## config.mk

```make
export PLATFORM = sky130hd
export DESIGN_NAME = ebu_top
export DESIGN_NICKNAME = d
export VERILOG_FILES = /design/src/verilog/ebu_pkg.sv /design/src/verilog/ebu_window_match.sv /design/src/verilog/ebu_top.sv
export SDC_FILE = /design/constraint.sdc
export NUM_CORES = 1
export LEC_CHECK = 0
export ABC_AREA = 0
export BUFFER_PORTS_ARGS = -buffer_cell sky130_fd_sc_hd__clkbuf_2
export CORE_MARGIN = 1
export CORE_UTILIZATION = 50
export CTS_CLUSTER_SIZE = 14
export DETAILED_ROUTE_END_ITERATION = 16
export GPL_TIMING_DRIVEN = 0
export PLACE_DENSITY = 0.86
export SYNTH_ARGS = -nofsm -noshare
export SYNTH_HDL_FRONTEND = slang
export SYNTH_SLANG_ARGS = --single-unit
```

## constraint.sdc

```tcl
create_clock -name clock -period 6.6 [get_ports clock]
set_clock_uncertainty 0.05 [all_clocks]
set_input_delay 1.98 -clock clock [delete_from_list [all_inputs] [get_ports clock]]
set_output_delay 1.98 -clock clock [all_outputs]
set_load 0.01 [all_outputs]
```

## src/verilog/ebu_pkg.sv

```systemverilog
// external bus unit: shared constants, carrier types and operation summary
// Operation
// RQ1: single chip mode refuses external accesses; four mux/width bus types otherwise
// RQ2: demultiplexed: address on address-only port, data on shared port or low byte
// RQ3: multiplexed: address phase and data phase both on the shared port
// RQ4: cycle wait, tri-state time, latch strobe length, strobe delay are programmable
// RQ5: four independent windows, each with range select and bus configuration
// RQ6: overlapping windows: four beats three, two beats one
// RQ7: addresses outside all windows use the default bus configuration
// RQ8: five chip selects, one per window plus default region
// RQ9: ready input stretches a cycle, enabled per window
// RQ10: arbitration enable hands request, grant and hold pins to the controller
// RQ11: after reset the controller is arbitration master, grant pin an output
// RQ12: grant pin direction bit set makes slave mode, grant becomes input
// RQ13: address space restrictable to 1 MByte, 256 KBytes or 64 KBytes
// RQ14: segment lines: eight for 16 MBytes, then four, two or none
// RQ15: by default chip selects change one step after latch strobe rises
// RQ16: select timing bit set: chip selects change with latch strobe rise
// RQ17: ready active level comes from each window's polarity bit
// RQ18: a ready-enabled device ends each cycle with ready at that level
// RQ19: on hold request finish cycle, float bus, grant; resume after release
// RQ20: compare address to enabled windows, pick winner, apply its settings
package ebu_pkg;
    localparam int          ADDR_W      = 24;
    localparam int          DATA_W      = 16;
    localparam int          NUM_WIN     = 4;
    localparam int          NUM_CS      = 5;
    // --------
    // bus type field: bit 1 multiplexed, bit 0 byte wide
    // --------
    localparam int          BT_MUX_BIT  = 1;
    localparam int          BT_8BIT_BIT = 0;
    // --------
    // address space codes
    // --------
    localparam logic [1:0]  SP_16M      = 2'h0;
    localparam logic [1:0]  SP_1M       = 2'h1;
    localparam logic [1:0]  SP_256K     = 2'h2;
    localparam logic [1:0]  SP_64K      = 2'h3;
    localparam logic [7:0]  SEG_16M     = 8'hFF;
    localparam logic [7:0]  SEG_1M      = 8'h0F;
    localparam logic [7:0]  SEG_256K    = 8'h03;
    localparam logic [7:0]  SEG_64K     = 8'h00;
    // --------
    // reset values and timing counts
    // --------
    localparam logic [2:0]  WIN_DEFAULT = 3'h0;
    localparam logic [4:0]  CS_IDLE     = 5'h1F;
    localparam logic [15:0] MASK_WORD   = 16'hFFFF;
    localparam logic [15:0] MASK_BYTE   = 16'h00FF;
    localparam logic [3:0]  CNT_ZERO    = 4'h0;
    localparam logic [3:0]  CNT_EXT     = 4'h1;
    // --------
    // carrier types
    // --------
    typedef struct packed {
        logic        enable;
        logic [11:0] base;
        logic [3:0]  size;
    } ebu_range_type;

    typedef struct packed {
        logic [1:0]  bus_type;
        logic [3:0]  wait_cnt;
        logic        tri_ext;
        logic        ale_ext;
        logic        rw_dly;
        logic        rdy_en;
        logic        rdy_pol;
        logic        cs_en;
    } ebu_bus_cfg_type;

    typedef enum logic [5:0] {
        ST_IDLE = 6'b000001,
        ST_ALE  = 6'b000010,
        ST_DLY  = 6'b000100,
        ST_STRB = 6'b001000,
        ST_TRI  = 6'b010000,
        ST_HOLD = 6'b100000
    } ebu_state_type;
endpackage

```

## src/verilog/ebu_window_match.sv

```systemverilog
// address window decoder with fixed precedence
`timescale 1ns/1ps
`default_nettype none
module ebu_window_match
    import ebu_pkg::*;
#(
    parameter int NWIN = NUM_WIN
) (
    input  wire logic [ADDR_W-1:0]           addr,
    input  wire ebu_range_type [NWIN-1:0]    ranges,
    output logic [NWIN-1:0]                  hit,
    output logic [2:0]                       sel
);
    // ----------------------------------------
    // range compare
    // ----------------------------------------
    function automatic logic win_hit(input ebu_range_type r, input logic [ADDR_W-1:0] a);
        logic [11:0] diff;
        diff = a[ADDR_W-1:12] ^ r.base;
        win_hit = r.enable && ((diff >> r.size) == 12'h000);
    endfunction

    always_comb begin
        for (int i = 0; i < NWIN; i++) begin
            hit[i] = win_hit(ranges[i], addr); // [RQ5] [RQ20]
        end
    end

    // ----------------------------------------
    // precedence: higher window wins
    // ----------------------------------------
    always_comb begin
        sel = WIN_DEFAULT; // [RQ7]
        for (int i = 0; i < NWIN; i++) begin
            if (hit[i]) begin
                sel = 3'(i + 1); // [RQ6]
            end
        end
    end
endmodule
`default_nettype wire

```

## src/verilog/ebu_top.sv

```systemverilog
// external bus unit: bus cycle sequencer, pins and arbitration
`timescale 1ns/1ps
`default_nettype none
module ebu_top
    import ebu_pkg::*;
(
    input  wire logic                          clock,
    input  wire logic                          rst_b,
    input  wire logic                          req_valid,
    input  wire logic [ADDR_W-1:0]             req_addr,
    input  wire logic                          req_write,
    input  wire logic [DATA_W-1:0]             req_wdata,
    output logic                               req_ready,
    output logic                               rsp_valid,
    output logic                               rsp_error,
    output logic [DATA_W-1:0]                  rsp_rdata,
    input  wire logic                          single_chip,
    input  wire logic [1:0]                    addr_space,
    input  wire logic                          select_timing_config,
    input  wire logic                          arbitration_enable,
    input  wire logic                          grant_pin_direction_bit,
    input  wire ebu_range_type [NUM_WIN-1:0]   window_range_select,
    input  wire ebu_bus_cfg_type [NUM_WIN-1:0] bus_window_config,
    input  wire ebu_bus_cfg_type               default_bus_config,
    input  wire logic [DATA_W-1:0]             shared_ad_port_in,
    output logic [DATA_W-1:0]                  shared_ad_port_out,
    output logic [DATA_W-1:0]                  shared_ad_port_oe,
    output logic [DATA_W-1:0]                  address_only_port_out,
    output logic                               address_only_port_oe,
    output logic [7:0]                         segment_addr_out,
    output logic                               addr_latch_en,
    output logic                               read_strobe_b,
    output logic                               write_strobe_b,
    output logic                               strobe_oe,
    output logic [NUM_CS-1:0]                  chip_select_lines_b,
    input  wire logic                          ready_in,
    input  wire logic                          hold_req_b,
    input  wire logic                          takeover_grant_in,
    output logic                               takeover_grant_out,
    output logic                               takeover_grant_oe,
    output logic                               ownership_request_out_b
);
    // ----------------------------------------
    // declarations
    // ----------------------------------------
    ebu_state_type         state_r, state_nxt;
    ebu_bus_cfg_type       cfg_r, cfg_sel;
    logic [3:0]            cnt_r;
    logic [2:0]            win_r, win_sel;
    logic [NUM_WIN-1:0]    win_hit;
    logic                  pend_r, pend_nxt, write_r, cs_late_r;
    logic [ADDR_W-1:0]     addr_r;
    logic [DATA_W-1:0]     wdata_r;
    logic [NUM_CS-1:0]     cs_pend_r, cs_sel;
    logic                  start, finish, refuse, go_hold, leave_hold;
    logic                  enter_strb, rdy_ok, own, slave, master_hold, accept;

    function automatic logic [7:0] seg_mask(input logic [1:0] sp);
        if (sp == SP_16M) begin
            seg_mask = SEG_16M;
        end else if (sp == SP_1M) begin
            seg_mask = SEG_1M;
        end else if (sp == SP_256K) begin
            seg_mask = SEG_256K;
        end else begin
            seg_mask = SEG_64K;
        end
    endfunction

    // ----------------------------------------
    // window selection
    // ----------------------------------------
    ebu_window_match #(.NWIN(NUM_WIN)) u_match (
        .addr   (addr_r),
        .ranges (window_range_select),
        .hit    (win_hit),
        .sel    (win_sel)
    );

    always_comb begin
        cfg_sel = default_bus_config; // [RQ7]
        if (win_sel != WIN_DEFAULT) begin
            cfg_sel = bus_window_config[win_sel - 3'h1]; // [RQ20]
        end
        cs_sel = cfg_sel.cs_en ? ~(5'h01 << win_sel) : CS_IDLE; // [RQ8]
    end

    // ----------------------------------------
    // sequencer decisions
    // ----------------------------------------
    assign slave       = arbitration_enable && grant_pin_direction_bit; // [RQ12]
    assign own         = !slave || !takeover_grant_in;
    assign master_hold = arbitration_enable && !grant_pin_direction_bit && !hold_req_b; // [RQ10]
    assign rdy_ok      = !cfg_r.rdy_en || (ready_in == cfg_r.rdy_pol); // [RQ9] [RQ17] [RQ18]
    assign enter_strb  = (state_r == ST_DLY) ||
                         (state_r == ST_ALE && cnt_r == CNT_ZERO && !cfg_r.rw_dly);
    assign accept      = req_valid && req_ready;

    always_comb begin
        state_nxt  = state_r;
        start      = 1'b0;
        finish     = 1'b0;
        refuse     = 1'b0;
        go_hold    = 1'b0;
        leave_hold = 1'b0;
        case (state_r)
            ST_IDLE: begin
                if (pend_r && single_chip) begin
                    refuse = 1'b1; // [RQ1]
                end else if (master_hold) begin
                    go_hold   = 1'b1; // [RQ19]
                    state_nxt = ST_HOLD;
                end else if (pend_r && own) begin
                    start     = 1'b1;
                    state_nxt = ST_ALE;
                end
            end
            ST_ALE: begin
                if (cnt_r == CNT_ZERO) begin
                    state_nxt = cfg_r.rw_dly ? ST_DLY : ST_STRB; // [RQ4]
                end
            end
            ST_DLY: state_nxt = ST_STRB;
            ST_STRB: begin
                if (cnt_r == CNT_ZERO && rdy_ok) begin
                    finish    = 1'b1;
                    state_nxt = ST_TRI;
                end
            end
            ST_TRI: begin
                if (cnt_r == CNT_ZERO) begin
                    state_nxt = ST_IDLE;
                end
            end
            ST_HOLD: begin
                if (hold_req_b || !arbitration_enable) begin
                    leave_hold = 1'b1; // [RQ19]
                    state_nxt  = ST_IDLE;
                end
            end
            default: state_nxt = ST_IDLE;
        endcase
    end

    // ----------------------------------------
    // state, counter and latched configuration
    // ----------------------------------------
    always_ff @(posedge clock) begin
        if (!rst_b) begin
            state_r <= ST_IDLE;
            cnt_r   <= CNT_ZERO;
            cfg_r   <= '0;
            win_r   <= WIN_DEFAULT;
        end else begin
            state_r <= state_nxt;
            if (start) begin
                cfg_r <= cfg_sel; // [RQ20]
                win_r <= win_sel;
                cnt_r <= cfg_sel.ale_ext ? CNT_EXT : CNT_ZERO; // [RQ4]
            end else if (enter_strb) begin
                cnt_r <= cfg_r.wait_cnt; // [RQ4]
            end else if (finish) begin
                cnt_r <= cfg_r.tri_ext ? CNT_EXT : CNT_ZERO; // [RQ4]
            end else if (cnt_r != CNT_ZERO) begin
                cnt_r <= cnt_r - 4'h1;
            end
        end
    end

    // ----------------------------------------
    // request side
    // ----------------------------------------
    assign pend_nxt = (pend_r && !(start || refuse)) || accept;

    always_ff @(posedge clock) begin
        if (!rst_b) begin
            pend_r    <= 1'b0;
            req_ready <= 1'b0;
            addr_r    <= '0;
            write_r   <= 1'b0;
            wdata_r   <= '0;
            rsp_valid <= 1'b0;
            rsp_error <= 1'b0;
            rsp_rdata <= '0;
        end else begin
            pend_r    <= pend_nxt;
            req_ready <= !pend_nxt && (state_nxt == ST_IDLE);
            if (accept) begin
                addr_r  <= req_addr & {seg_mask(addr_space), MASK_WORD}; // [RQ13]
                write_r <= req_write;
                wdata_r <= req_wdata;
            end
            rsp_valid <= finish || refuse;
            rsp_error <= refuse; // [RQ1]
            if (finish && !write_r) begin
                rsp_rdata <= cfg_r.bus_type[BT_8BIT_BIT] ?
                             (shared_ad_port_in & MASK_BYTE) : shared_ad_port_in; // [RQ2]
            end
        end
    end

    // ----------------------------------------
    // bus pins
    // ----------------------------------------
    always_ff @(posedge clock) begin
        if (!rst_b) begin
            addr_latch_en         <= 1'b0;
            read_strobe_b         <= 1'b1;
            write_strobe_b        <= 1'b1;
            chip_select_lines_b   <= CS_IDLE;
            cs_pend_r             <= CS_IDLE;
            cs_late_r             <= 1'b0;
            shared_ad_port_out    <= '0;
            shared_ad_port_oe     <= '0;
            address_only_port_out <= '0;
            address_only_port_oe  <= 1'b0;
            segment_addr_out      <= '0;
        end else begin
            cs_late_r <= start && !select_timing_config;
            if (start) begin
                addr_latch_en         <= 1'b1;
                shared_ad_port_out    <= addr_r[DATA_W-1:0];
                shared_ad_port_oe     <= cfg_sel.bus_type[BT_MUX_BIT] ? MASK_WORD : '0; // [RQ3]
                address_only_port_out <= addr_r[DATA_W-1:0];
                address_only_port_oe  <= !cfg_sel.bus_type[BT_MUX_BIT]; // [RQ2]
                segment_addr_out      <= addr_r[ADDR_W-1:DATA_W]; // [RQ14]
                cs_pend_r             <= cs_sel;
                if (select_timing_config) begin
                    chip_select_lines_b <= cs_sel; // [RQ16]
                end
            end
            if (cs_late_r) begin
                chip_select_lines_b <= cs_pend_r; // [RQ15]
            end
            if (state_r == ST_ALE && cnt_r == CNT_ZERO) begin
                addr_latch_en <= 1'b0;
            end
            if (enter_strb) begin
                if (write_r) begin
                    write_strobe_b     <= 1'b0;
                    shared_ad_port_out <= wdata_r;
                    shared_ad_port_oe  <= cfg_r.bus_type[BT_8BIT_BIT] ? MASK_BYTE : MASK_WORD;
                end else begin
                    read_strobe_b      <= 1'b0;
                    shared_ad_port_oe  <= '0;
                end
            end
            if (finish) begin
                read_strobe_b       <= 1'b1;
                write_strobe_b      <= 1'b1;
                shared_ad_port_oe   <= '0;
                chip_select_lines_b <= CS_IDLE;
            end
            if (state_r == ST_TRI && state_nxt == ST_IDLE) begin
                address_only_port_oe <= 1'b0;
            end
        end
    end

    // ----------------------------------------
    // arbitration pins
    // ----------------------------------------
    always_ff @(posedge clock) begin
        if (!rst_b) begin
            takeover_grant_out      <= 1'b1;
            takeover_grant_oe       <= 1'b1; // [RQ11]
            ownership_request_out_b <= 1'b1;
            strobe_oe               <= 1'b1;
        end else begin
            takeover_grant_oe <= !grant_pin_direction_bit; // [RQ11] [RQ12]
            if (go_hold) begin
                takeover_grant_out <= 1'b0; // [RQ19]
            end else if (leave_hold) begin
                takeover_grant_out <= 1'b1;
            end
            if (slave) begin
                ownership_request_out_b <= !(pend_r || state_r != ST_IDLE); // [RQ10]
            end else begin
                ownership_request_out_b <= !(arbitration_enable && state_r == ST_HOLD &&
                                             (pend_r || req_valid)); // [RQ10]
            end
            strobe_oe <= (state_nxt != ST_HOLD) && (own || state_r != ST_IDLE); // [RQ19]
        end
    end
endmodule
`default_nettype wire

```

; Word-level counts from Yosys, hierarchy flattened
; Cells that the tools add are included.
[op_classes]
bitwise = 8
reduce_logical = 64
muxes = 56
n_shift = 5
n_lt_le_gt_ge = 1
n_addsub = 2
eq_ne = 12
[op_table]
columns = cell, n
row1 = $mux 16, 9
row2 = $logic_not 12->1, 4
row3 = $shr 12x4->12, 4
row4 = $xor 12x12->12, 4
row5 = $mux 6, 7
row6 = $pmux 6 s6, 1
row7 = $and 24x24->24, 1
row8 = $bmux 12 s2, 1
row9 = $mux 12, 2
row10 = $mux 4, 6
row11 = $mux 8, 3
row12 = $logic_and 1x1->1, 21
row13 = $mux 5, 4
row14 = $mux 1, 19
row15 = $logic_not 1->1, 14
row16 = $eq 6x1->1 const B, 2
row17 = $logic_or 1x1->1, 10
row18 = $reduce_bool 2->1, 4
row19 = $reduce_bool 4->1, 2
row20 = $eq 6x2->1 const B, 1
row21 = $eq 6x3->1 const B, 1
row22 = $eq 6x4->1 const B, 1
row23 = $eq 6x5->1 const B, 1
row24 = $eq 6x6->1 const B, 1
row25 = other kinds (18), 25
[totals]
wordCells = 179
output_inout_bits = 88
reg_bits = 155
in_bits = 197

; Depth between registers and ports, before layout
; Gate-level depths: netlist of run 1.
[depth]
depth_word = 16
ltp_mapped = 18
mapped_depth_nobuf = 14

; By module
; Synthesis of run 1 repeated with hierarchy kept, for this count alone.
[unflattened]
cells_unflattened = 828
area_unflattened_um2 = 6901.6
[by_module_without_submodules]
columns = module, cells_per_inst, area_per_inst_um2, instances, seq_area_each_um2
row1 = ebu_top, 700, 5955.7, 1, 2822.7
row2 = ebu_window_match, 128, 945.9, 1, 0.0

; Worst setup path before layout of run 1
; No wires, ideal clock.
[synth_path]
path_type = input to register
start = input port window_range_select[17] in the netlist's numbering
end = register cfg_r[1] in the netlist's numbering
path_stages = 15
path_buffers = 4
setup_ps = 117
arrival_time_ps = 5034
required_time_ps = 6433
setup_slack_ps = 1399
path_cell_list = inv_1 -> mux2i_1 -> a211oi_1 -> o311a_1 -> o21a_1 -> or3_1 -> buf_2 -> buf_2 -> a21oi_1 -> ha_1 -> clkbuf_1 -> clkbuf_1 -> nand2_1 -> o21a_1 -> a32o_1
[synth_via]
elab_chain_len = 10
word_cells_on_any_way = 11
cone_classes = 1 x add/sub / 1 x shift / 6 x mux / 3 x reduce/logical
[synth_lines]
columns = element, line_no
row1 = start: declaration, ebu_top.sv:22  ; input wire ebu_range_type [NUM_WIN-1:0] window_range_select,
row2 = $shr 12x4->12 *, ebu_window_match.sv:20  ; win_hit = r.enable && ((diff >> r.size) == 12'h000);
row3 = $logic_not 12->1 *, ebu_window_match.sv:20
row4 = $logic_and 1x1->1 *, ebu_window_match.sv:20
row5 = $mux 2 * (2 in a row), ebu_window_match.sv:35  ; if (hit[i]) begin
row6 = $mux 3 *, ebu_window_match.sv:35
row7 = $sub 3x1->3, ebu_top.sv:83  ; cfg_sel = bus_window_config[win_sel - 3'h1];
row8 = $bmux 12 s2, ebu_top.sv:83
row9 = $mux 12 (implied by the code), ebu_top.sv:83
row10 = $mux 12 *, ebu_top.sv:82  ; if (win_sel != WIN_DEFAULT) begin
row11 = end signal: assignment, ebu_top.sv:157  ; cfg_r <= cfg_sel;
row12 = end: declaration, ebu_top.sv:47  ; ebu_bus_cfg_type cfg_r, cfg_sel;
; Every way passes the cells marked *; elsewhere a longest branch is shown, timed or not. The select of a mux whose other input is x is not followed.
; A chain may end at the register's enable or synchronous reset.

; Worst setup path in the final report of run 1
[layout_path]
start = input port window_range_select[17] in the netlist's numbering
end = register shared_ad_port_oe[7]
[layout_via]
elab_chain_len = 13
word_cells_on_any_way = 14
cone_classes = 1 x add/sub / 1 x shift / 9 x mux / 3 x reduce/logical
[layout_lines]
columns = element, line_no
row1 = $shr 12x4->12 *, ebu_window_match.sv:20
row2 = $logic_not 12->1 *, ebu_window_match.sv:20
row3 = $logic_and 1x1->1 *, ebu_window_match.sv:20
row4 = $mux 2 * (2 in a row), ebu_window_match.sv:35
row5 = $mux 3 *, ebu_window_match.sv:35
row6 = $sub 3x1->3, ebu_top.sv:83
row7 = $bmux 12 s2, ebu_top.sv:83
row8 = $mux 12 (implied by the code), ebu_top.sv:83
row9 = $mux 12 *, ebu_top.sv:82
row10 = $mux 16 *, ebu_top.sv:223  ; shared_ad_port_oe <= cfg_sel.bus_type[BT_MUX_BIT] ? MASK_WORD : '0;
row11 = $mux 16 *, ebu_top.sv:220  ; if (start) begin
row12 = $mux 16 *, ebu_top.sv:238  ; if (enter_strb) begin
row13 = end signal: assignment, ebu_top.sv:223
row14 = end signal: assignment, ebu_top.sv:242  ; shared_ad_port_oe <= cfg_r.bus_type[BT_8BIT_BIT] ? MASK_BYTE : MASK_WORD;
row15 = end: declaration, ebu_top.sv:27  ; output logic [DATA_W-1:0] shared_ad_port_oe,
; Marks and branches as above.

==> results.md, run 1 <==
- Slowest CP cell: a2111oi_1
- Worst slew pin tran: 0.852 ns
- Vias in the first global route: 7663
- Crit path capture type: flip-flop
- First-pass GRT wire length: 38000 um
- Post-synth top flop: dfxtp_1
- Die H: 123 um
- Critical path, cell by cell: clkbuf_2, inv_1, mux2i_1, a211oi_1, o311a_1, o21a_1, or3_1, buf_2, buf_2, a21oi_1, ha_1, clkbuf_1, mux2i_1, a2111oi_1, a2111oi_2, a311oi_2
- Layout cells sized above 1: 0.279
- Number of port buffers: roughly 280
- Startpoint types: input pin
- I/O pin count: approximately 290
- Routability cong.: roughly 0.95
- H-tree depth: 4
- Number of synthesized register bits: between 100 and 150
- Synth-to-Final Area Change: 31.2%
- CTS tree: yes
- Crit path kind: in -> reg
- Leakage: 4.23 nW
- Met2 usage: 0.554
- Register area share after synthesis: 0.384
- Residual overflow from global routing: 0
- Skew-Pair Late Insertion Delay: around 0.43 ns
- Worst vdd ir: 0.197 mV
- Area of the multi-input gates: 4050 um^2
- DR vias: 8353
- PostCTS Resize Cnt: 0
- Post-place setup slack: 0.603 ns
- CTS clk-pin slew, worst paths: 0.06 ns
- Design Area, Final: 9640 um^2
- Fin crit share: 0.858
- WP buf/inv: 5
- Max Clk Rate: 177 MHz
- Post-Syn Area per Cell: 7.63 um^2
- Netlist Area Pre-Place: 7350 um^2
- RSZ-0062 raised after global routing: false
- Worst hold slack: 0.400 ns
- Mapped Cells: roughly 960
- Final TNS setup: 0 ns
- Setup bufs post-CTS: 0
- GRT Max-Usage Layer: met2
- Final nets: 1467
- Clk buf depth: 2
- End-of-flow core utilization: 0.684
- Met3 Use GR: 0.0803
- Most common cell after layout, fill and taps aside: clkbuf_2
- Drt first pass iters: 5
- Fin crit period: about 5.7 ns
- Drt via density: approximately 5.7
- Clock group share of total power: 0.438
- Internal: 1.75 mW
- Logic pwr share: 0.187
- Worst Hold Class: reg -> reg
- GRT Total Usage: 0.329
- Initial core utilization: 0.521
- Root buf cell: clkbuf_16
- Post-route ant nets: 0
- Critical Path Max Stage Delay: 0.80 ns
- Yosys Warn Count: 0
- TritonCTS Sinks: ~140
- Die X: 123 um
- Register Area: 2820 um^2
- Final worst slack: 0.938 ns
- Antenna cell count: 0
- Hold buffer count at CTS: 0
- Synth unique cells: 65
- Slew Limit Fails: 0
- Fin. Hold Viols: 0
- Post-synth EDFFs: 0
- Max Cap Violations: 0
- Sw power: 668 uW
- Row count: 43
- Reg power frac: 0.375
- DRC Markers: 0
- Syn_nets: 1165
- Largest net degree at the start of global routing: 17
- Detailed placer's ending HPWL: between 15000 and 20000 um
- CP max FO: 10
- Cell Area, Placed: 8990 um^2
- Die footprint: 15200 um^2
- Final setup violation count: 0
- Wire per inst: 17.3 um
- Met1 Usage GRT: 0.399
- Family with the most delay on the worst path: compound AO/OA/AOI/OAI gates
- CP arrival: around 6.0 ns
- Drt initial violations: 656
- Status: finished, final reports clean
- Worst slew margin: 0.431
- Most frequent cells in the layout: 283 x clkbuf_2, 220 x nand2_1, 141 x dfxtp_1, 109 x a21oi_1, 68 x nor2_1
- Antenna violations before repair: 0
- Ys async rst share: 0
- Final WL: 25200 um
- Switch share: 0.276
- FILL cells: 1229
- Cts bufs inserted: 17
- Cell Pwr Density: 251 nW/um^2
- Worst path required time: 6.89 ns
- Core area: around 14000 um^2
## power by group through the flow
stage               Clock, mW  Combinational [mW]  Sequential [mW]
detailed placement          0               0.440            0.925
finish                   1.06               0.453            0.908
global route             1.10               0.493            0.912
global placement            0               0.432            0.924
CTS                      1.06               0.445            0.907
floorplan                   0               0.276            0.922
## metal layers
| layer | wire, um | up-vias |
|---|---|---|
| li1 | - | 3969 |
| met1 | 10000 | 3841 |
| met2 | 12000 | 469 |
| met3 | 2290 | 74 |
| met4 | 787 | 0 |
| met5 | 0 | - |
## cell families after synthesis
family | share of synthesized area
mux | 0.0180
compound gates | 0.244
simple gates | 0.218
xor+xnor | 0.0618
buf+inv | 0.0655
fa+ha+maj | 0.00851
flops | 0.384
## registers in the layout, indices dropped and copies added, names as in the netlist, 6 cells and up
register               count
address_only_port_out     16
wdata_r                   16
addr_r                    24
state_r                    6
cfg_r                      9
rsp_rdata                 16
shared_ad_port_out        16
segment_addr_out           8
## through the flow
stage	instances	power [mW]
final	1457	2.42
after global routing	1457	2.51
after CTS	1457	2.41
after detailed placement	1426	1.36
after global placement	1426	1.36
after floorplan	963	1.20
## area by class of cell
cell class / count / area share
tap: 180 / 0.0234
timing repair buffer: 283 / 0.147
multi-input combinational: 716 / 0.420
clock buffer: 18 / 0.0455
inverter: 14 / 0.00545
sequential: 141 / 0.293
clock inverter: 13 / 0.0219
buffer: 92 / 0.0445
## path summary, 6_finish.rpt
kind,from,end,slack [ns],cells after the start
setup / recovery,window_range_select[17],shared_ad_port_oe[7],0.94,16
hold / removal,write_strobe_b,write_strobe_b,0.40,2
setup reg to reg,addr_r[22],cfg_r[2],2.11,17
hold reg to reg,write_strobe_b,write_strobe_b,0.40,2
## synth_stat cells (17+ instances only)
library cell / n / share of area
o31ai_1: 17 / 0.017
nand2_1: 220 / 0.11
clkbuf_1: 60 / 0.031
o21ai_0: 40 / 0.027
xor2_1: 26 / 0.031
xnor2_1: 24 / 0.029
a21oi_1: 109 / 0.074
nand3b_1: 18 / 0.018
nor2_1: 68 / 0.035
dfxtp_1: 141 / 0.38
## tightest hold or removal path, cell delays in order, from the launching register on
cell	delay [ns]
dfxtp_1	0.31
nand2_1	0.05
nand2_1	0.04
Note: power is estimated with default switching activity, not from simulation.
==> run 2, diff against run 1 <==
RECOVER_POWER = 100   (was default)
==> run 2 against run 1 <==
Non-clock buffer count did not move; clock-buffer cell count did not move; fmax fell by 2.9%; flip-flop and latch count did not move; critical path depth did not move; cell area fell by 1.1%; first-iteration DRC count rose by 2.1%; critical path type unchanged; largest cell class unchanged.
==> results.md, run 2 (same netlist as run 1, synthesis figures left out) <==
- Crit path kind: in -> reg
- Root buf cell: clkbuf_16
- Startpoint types: input pin
- Max Clk Rate: 171 MHz (-2.9%)
- Antenna violations before repair: 0 (unchanged)
- Die X: 123 um (unchanged)
- R2R setup slack: 1.90 ns (-0.21 ns)
- Final std cells w/o fill: 1457 (unchanged)
- Die footprint: 15200 um^2 (unchanged)
- CP max FO: 10 (unchanged)
- Max reg flops: 24 (unchanged)
- I/O pin count: 285 (unchanged)
- Core area: 14100 um^2 (unchanged)
- CTS tree: yes
- Reg power frac: 0.375 (about the same)
- Antenna cell count: 0 (unchanged)
- Skew-Pair Late Insertion Delay: 0.42 ns (about the same)
- Worst hold stages: 2 (unchanged)
- Most frequent cells in the layout: 220 x nand2_1, 205 x clkbuf_2, 141 x dfxtp_1, 140 x clkbuf_1, 109 x a21oi_1
- Worst vdd ir: 0.196 mV (-0.42%)
- Drt via density: 5.73 (about the same)
- First-pass GRT wire length: 38000 um (unchanged)
- TritonCTS Sinks: 141 (unchanged)
- HP Start: write_strobe_b
- Sw power: 668 uW (about the same)
- Worst slew pin tran: 0.799 ns (-0.0528 ns)
- Final setup violation count: 0 (unchanged)
- DRC Markers: 0 (unchanged)
- Largest net degree at the start of global routing: 17 (unchanged)
- GRT Total Usage: 0.329 (unchanged)
- Worst hold slack: 0.403 ns (+0.00285 ns)
- Fin crit share: 0.884 (+0.0258)
- Vias in the first global route: 7663 (unchanged)
- Fin crit period: 5.83 ns (+0.170 ns)
- Clock group share of total power: 0.438 (about the same)
- Initial core utilization: 0.521 (unchanged)
- Final nets: 1467 (unchanged)
- Dpl cells: 1426 (unchanged)
- Drt initial violations: 670 (+2.1%)
- Critical path, cell by cell: clkbuf_2, xnor2_1, nand2_1, and3_1, nor4b_1, o21a_1, or3_1, buf_2, clkbuf_1, a21oi_1, ha_1, clkbuf_1, mux2i_1, a2111oi_1, a2111oi_0, a311oi_2
- Most common cell after layout, fill and taps aside: nand2_1
- Hold buffer count at CTS: 0 (unchanged)
- Residual overflow from global routing: 0 (unchanged)
- Detailed placer's ending HPWL: 19100 um (unchanged)
- Final TNS setup: 0 ns (unchanged)
- Most frequent CP cell: clkbuf_1
- Worst path required time: 6.89 ns (about the same)
- Drt first pass iters: 5 (unchanged)
- Reg2reg end: shared_ad_port_oe[7]
- WHS Endpoint: write_strobe_b
- Synth-to-Final Area Change: 29.8%
- CP arrival: 6.12 ns (+0.17 ns)
- H-tree depth: 4 (unchanged)
- DR vias: 8349 (-0.048%)
- Final worst slack: 0.768 ns (-0.170 ns)
- Fin. Hold Viols: 0 (unchanged)
- RR Startpoint: addr_r[22]
- Logic pwr share: 0.186 (about the same)
- Worst Hold Class: reg -> reg
- Layout cells sized above 1: 0.216 (-0.0626)
- Crit path capture type: flip-flop
- Internal: 1.75 mW (-0.13%)
- CTS clk-pin slew, worst paths: 0.06 ns (about the same)
- Row count: 43 (unchanged)
- Biggest register: addr_r
- RSZ-0062 raised after global routing: false
- Post-route ant nets: 0 (unchanged)
- Clk buf depth: 2 (unchanged)
- R2R cell count: 16 (-1)
- End-of-flow core utilization: 0.677 (-0.00746)
- Switch share: 0.276 (+0.000336)
- Slew Limit Fails: 0 (unchanged)
- Leakage: 3.96 nW (-6.4%)
- Routability cong.: 0.954 (unchanged)
- Max Cap Violations: 0 (unchanged)
- Setup bufs post-CTS: 0 (unchanged)
- Worst slew margin: 0.466 (+0.0355)
- Post-place setup slack: 0.603 ns (unchanged)
- Die H: 123 um (unchanged)
- FILL cells: 1271 (+3.4%)
- Wire per inst: 17.2 um (-0.31%)
- Final WL: 25100 um (-0.31%)
- Number of port buffers: 283 (unchanged)
- Slowest CP cell: a2111oi_1
- Cts bufs inserted: 17 (unchanged)
- Critical Path Max Stage Delay: 0.72 ns (-0.08 ns)
- Status: finished, final reports clean
- PostCTS Resize Cnt: 0 (unchanged)
- Cell Pwr Density: 253 nW/um^2 (+1.0%)
==> run 2: cell count changes in the layout (fill, tap and decap cells not counted), sizes merged <==
cell / delta
buf: -16
clkbuf: +16
==> run 2: final cells by class <==
cell class              count  area [um^2]  share of cell area
well taps                 180          225              0.0236
clock buffers              18          439              0.0461
inverters                  14         52.6             0.00551
clock inverters            13          211              0.0222
flip-flops and latches    141         2820               0.296
plain buffers              92          428              0.0449
repair buffers            283         1320               0.138
multi-input cells         716         4040               0.424
==> run 2: routing by layer <==
metal	global-route usage	vias up	share of wire
met5	0	-	0
met1	0.399	3839	0.40
met2	0.554	464	0.48
li1	-	3967	-
met4	0.140	0	0.033
met3	0.0803	79	0.089
==> run 2: worst max-delay path by stage <==
stage	from	endpoint	slack (ns)	cells after the start
3_5_place_dp	window_range_select[17]	shared_ad_port_oe[7]	0.60	16
3_3_place_gp	window_range_select[17]	shared_ad_port_oe[7]	0.71	16
4_1_cts	window_range_select[17]	shared_ad_port_oe[7]	1.02	16
5_1_grt	window_range_select[29]	shared_ad_port_oe[14]	0.50	16
2_1_floorplan	window_range_select[17]	cfg_r[1]	1.40	15
6_report	window_range_select[31]	shared_ad_port_oe[7]	0.77	16
==> run 2: power groups by stage <==
| stage | Combinational (mW) | Sequential, mW | Clock [mW] |
|---|---|---|---|
| after CTS | 0.445 | 0.907 | 1.06 |
| after floorplan | 0.276 | 0.922 | 0 |
| after detailed placement | 0.440 | 0.925 | 0 |
| after global routing | 0.490 | 0.912 | 1.10 |
| after global placement | 0.432 | 0.924 | 0 |
| final | 0.450 | 0.908 | 1.06 |
==> run 2: per-stage QoR <==
stage	power (mW)	cell area [um^2]
final	2.42	9540
after detailed placement	1.36	8990
after CTS	2.41	9640
after global placement	1.36	8990
after floorplan	1.20	7350
after global routing	2.51	9540
==> run 2: worst max-delay path, delay by kind of cell <==
family	cells	cell delay (ns)
AOI/OAI and AO/OA	5	1.68
xor gates and xnor gates	1	0.23
adders and majority gates	1	0.31
buffers and inverters	4	1.04
muxes	1	0.17
and+or+nand+nor	4	0.74
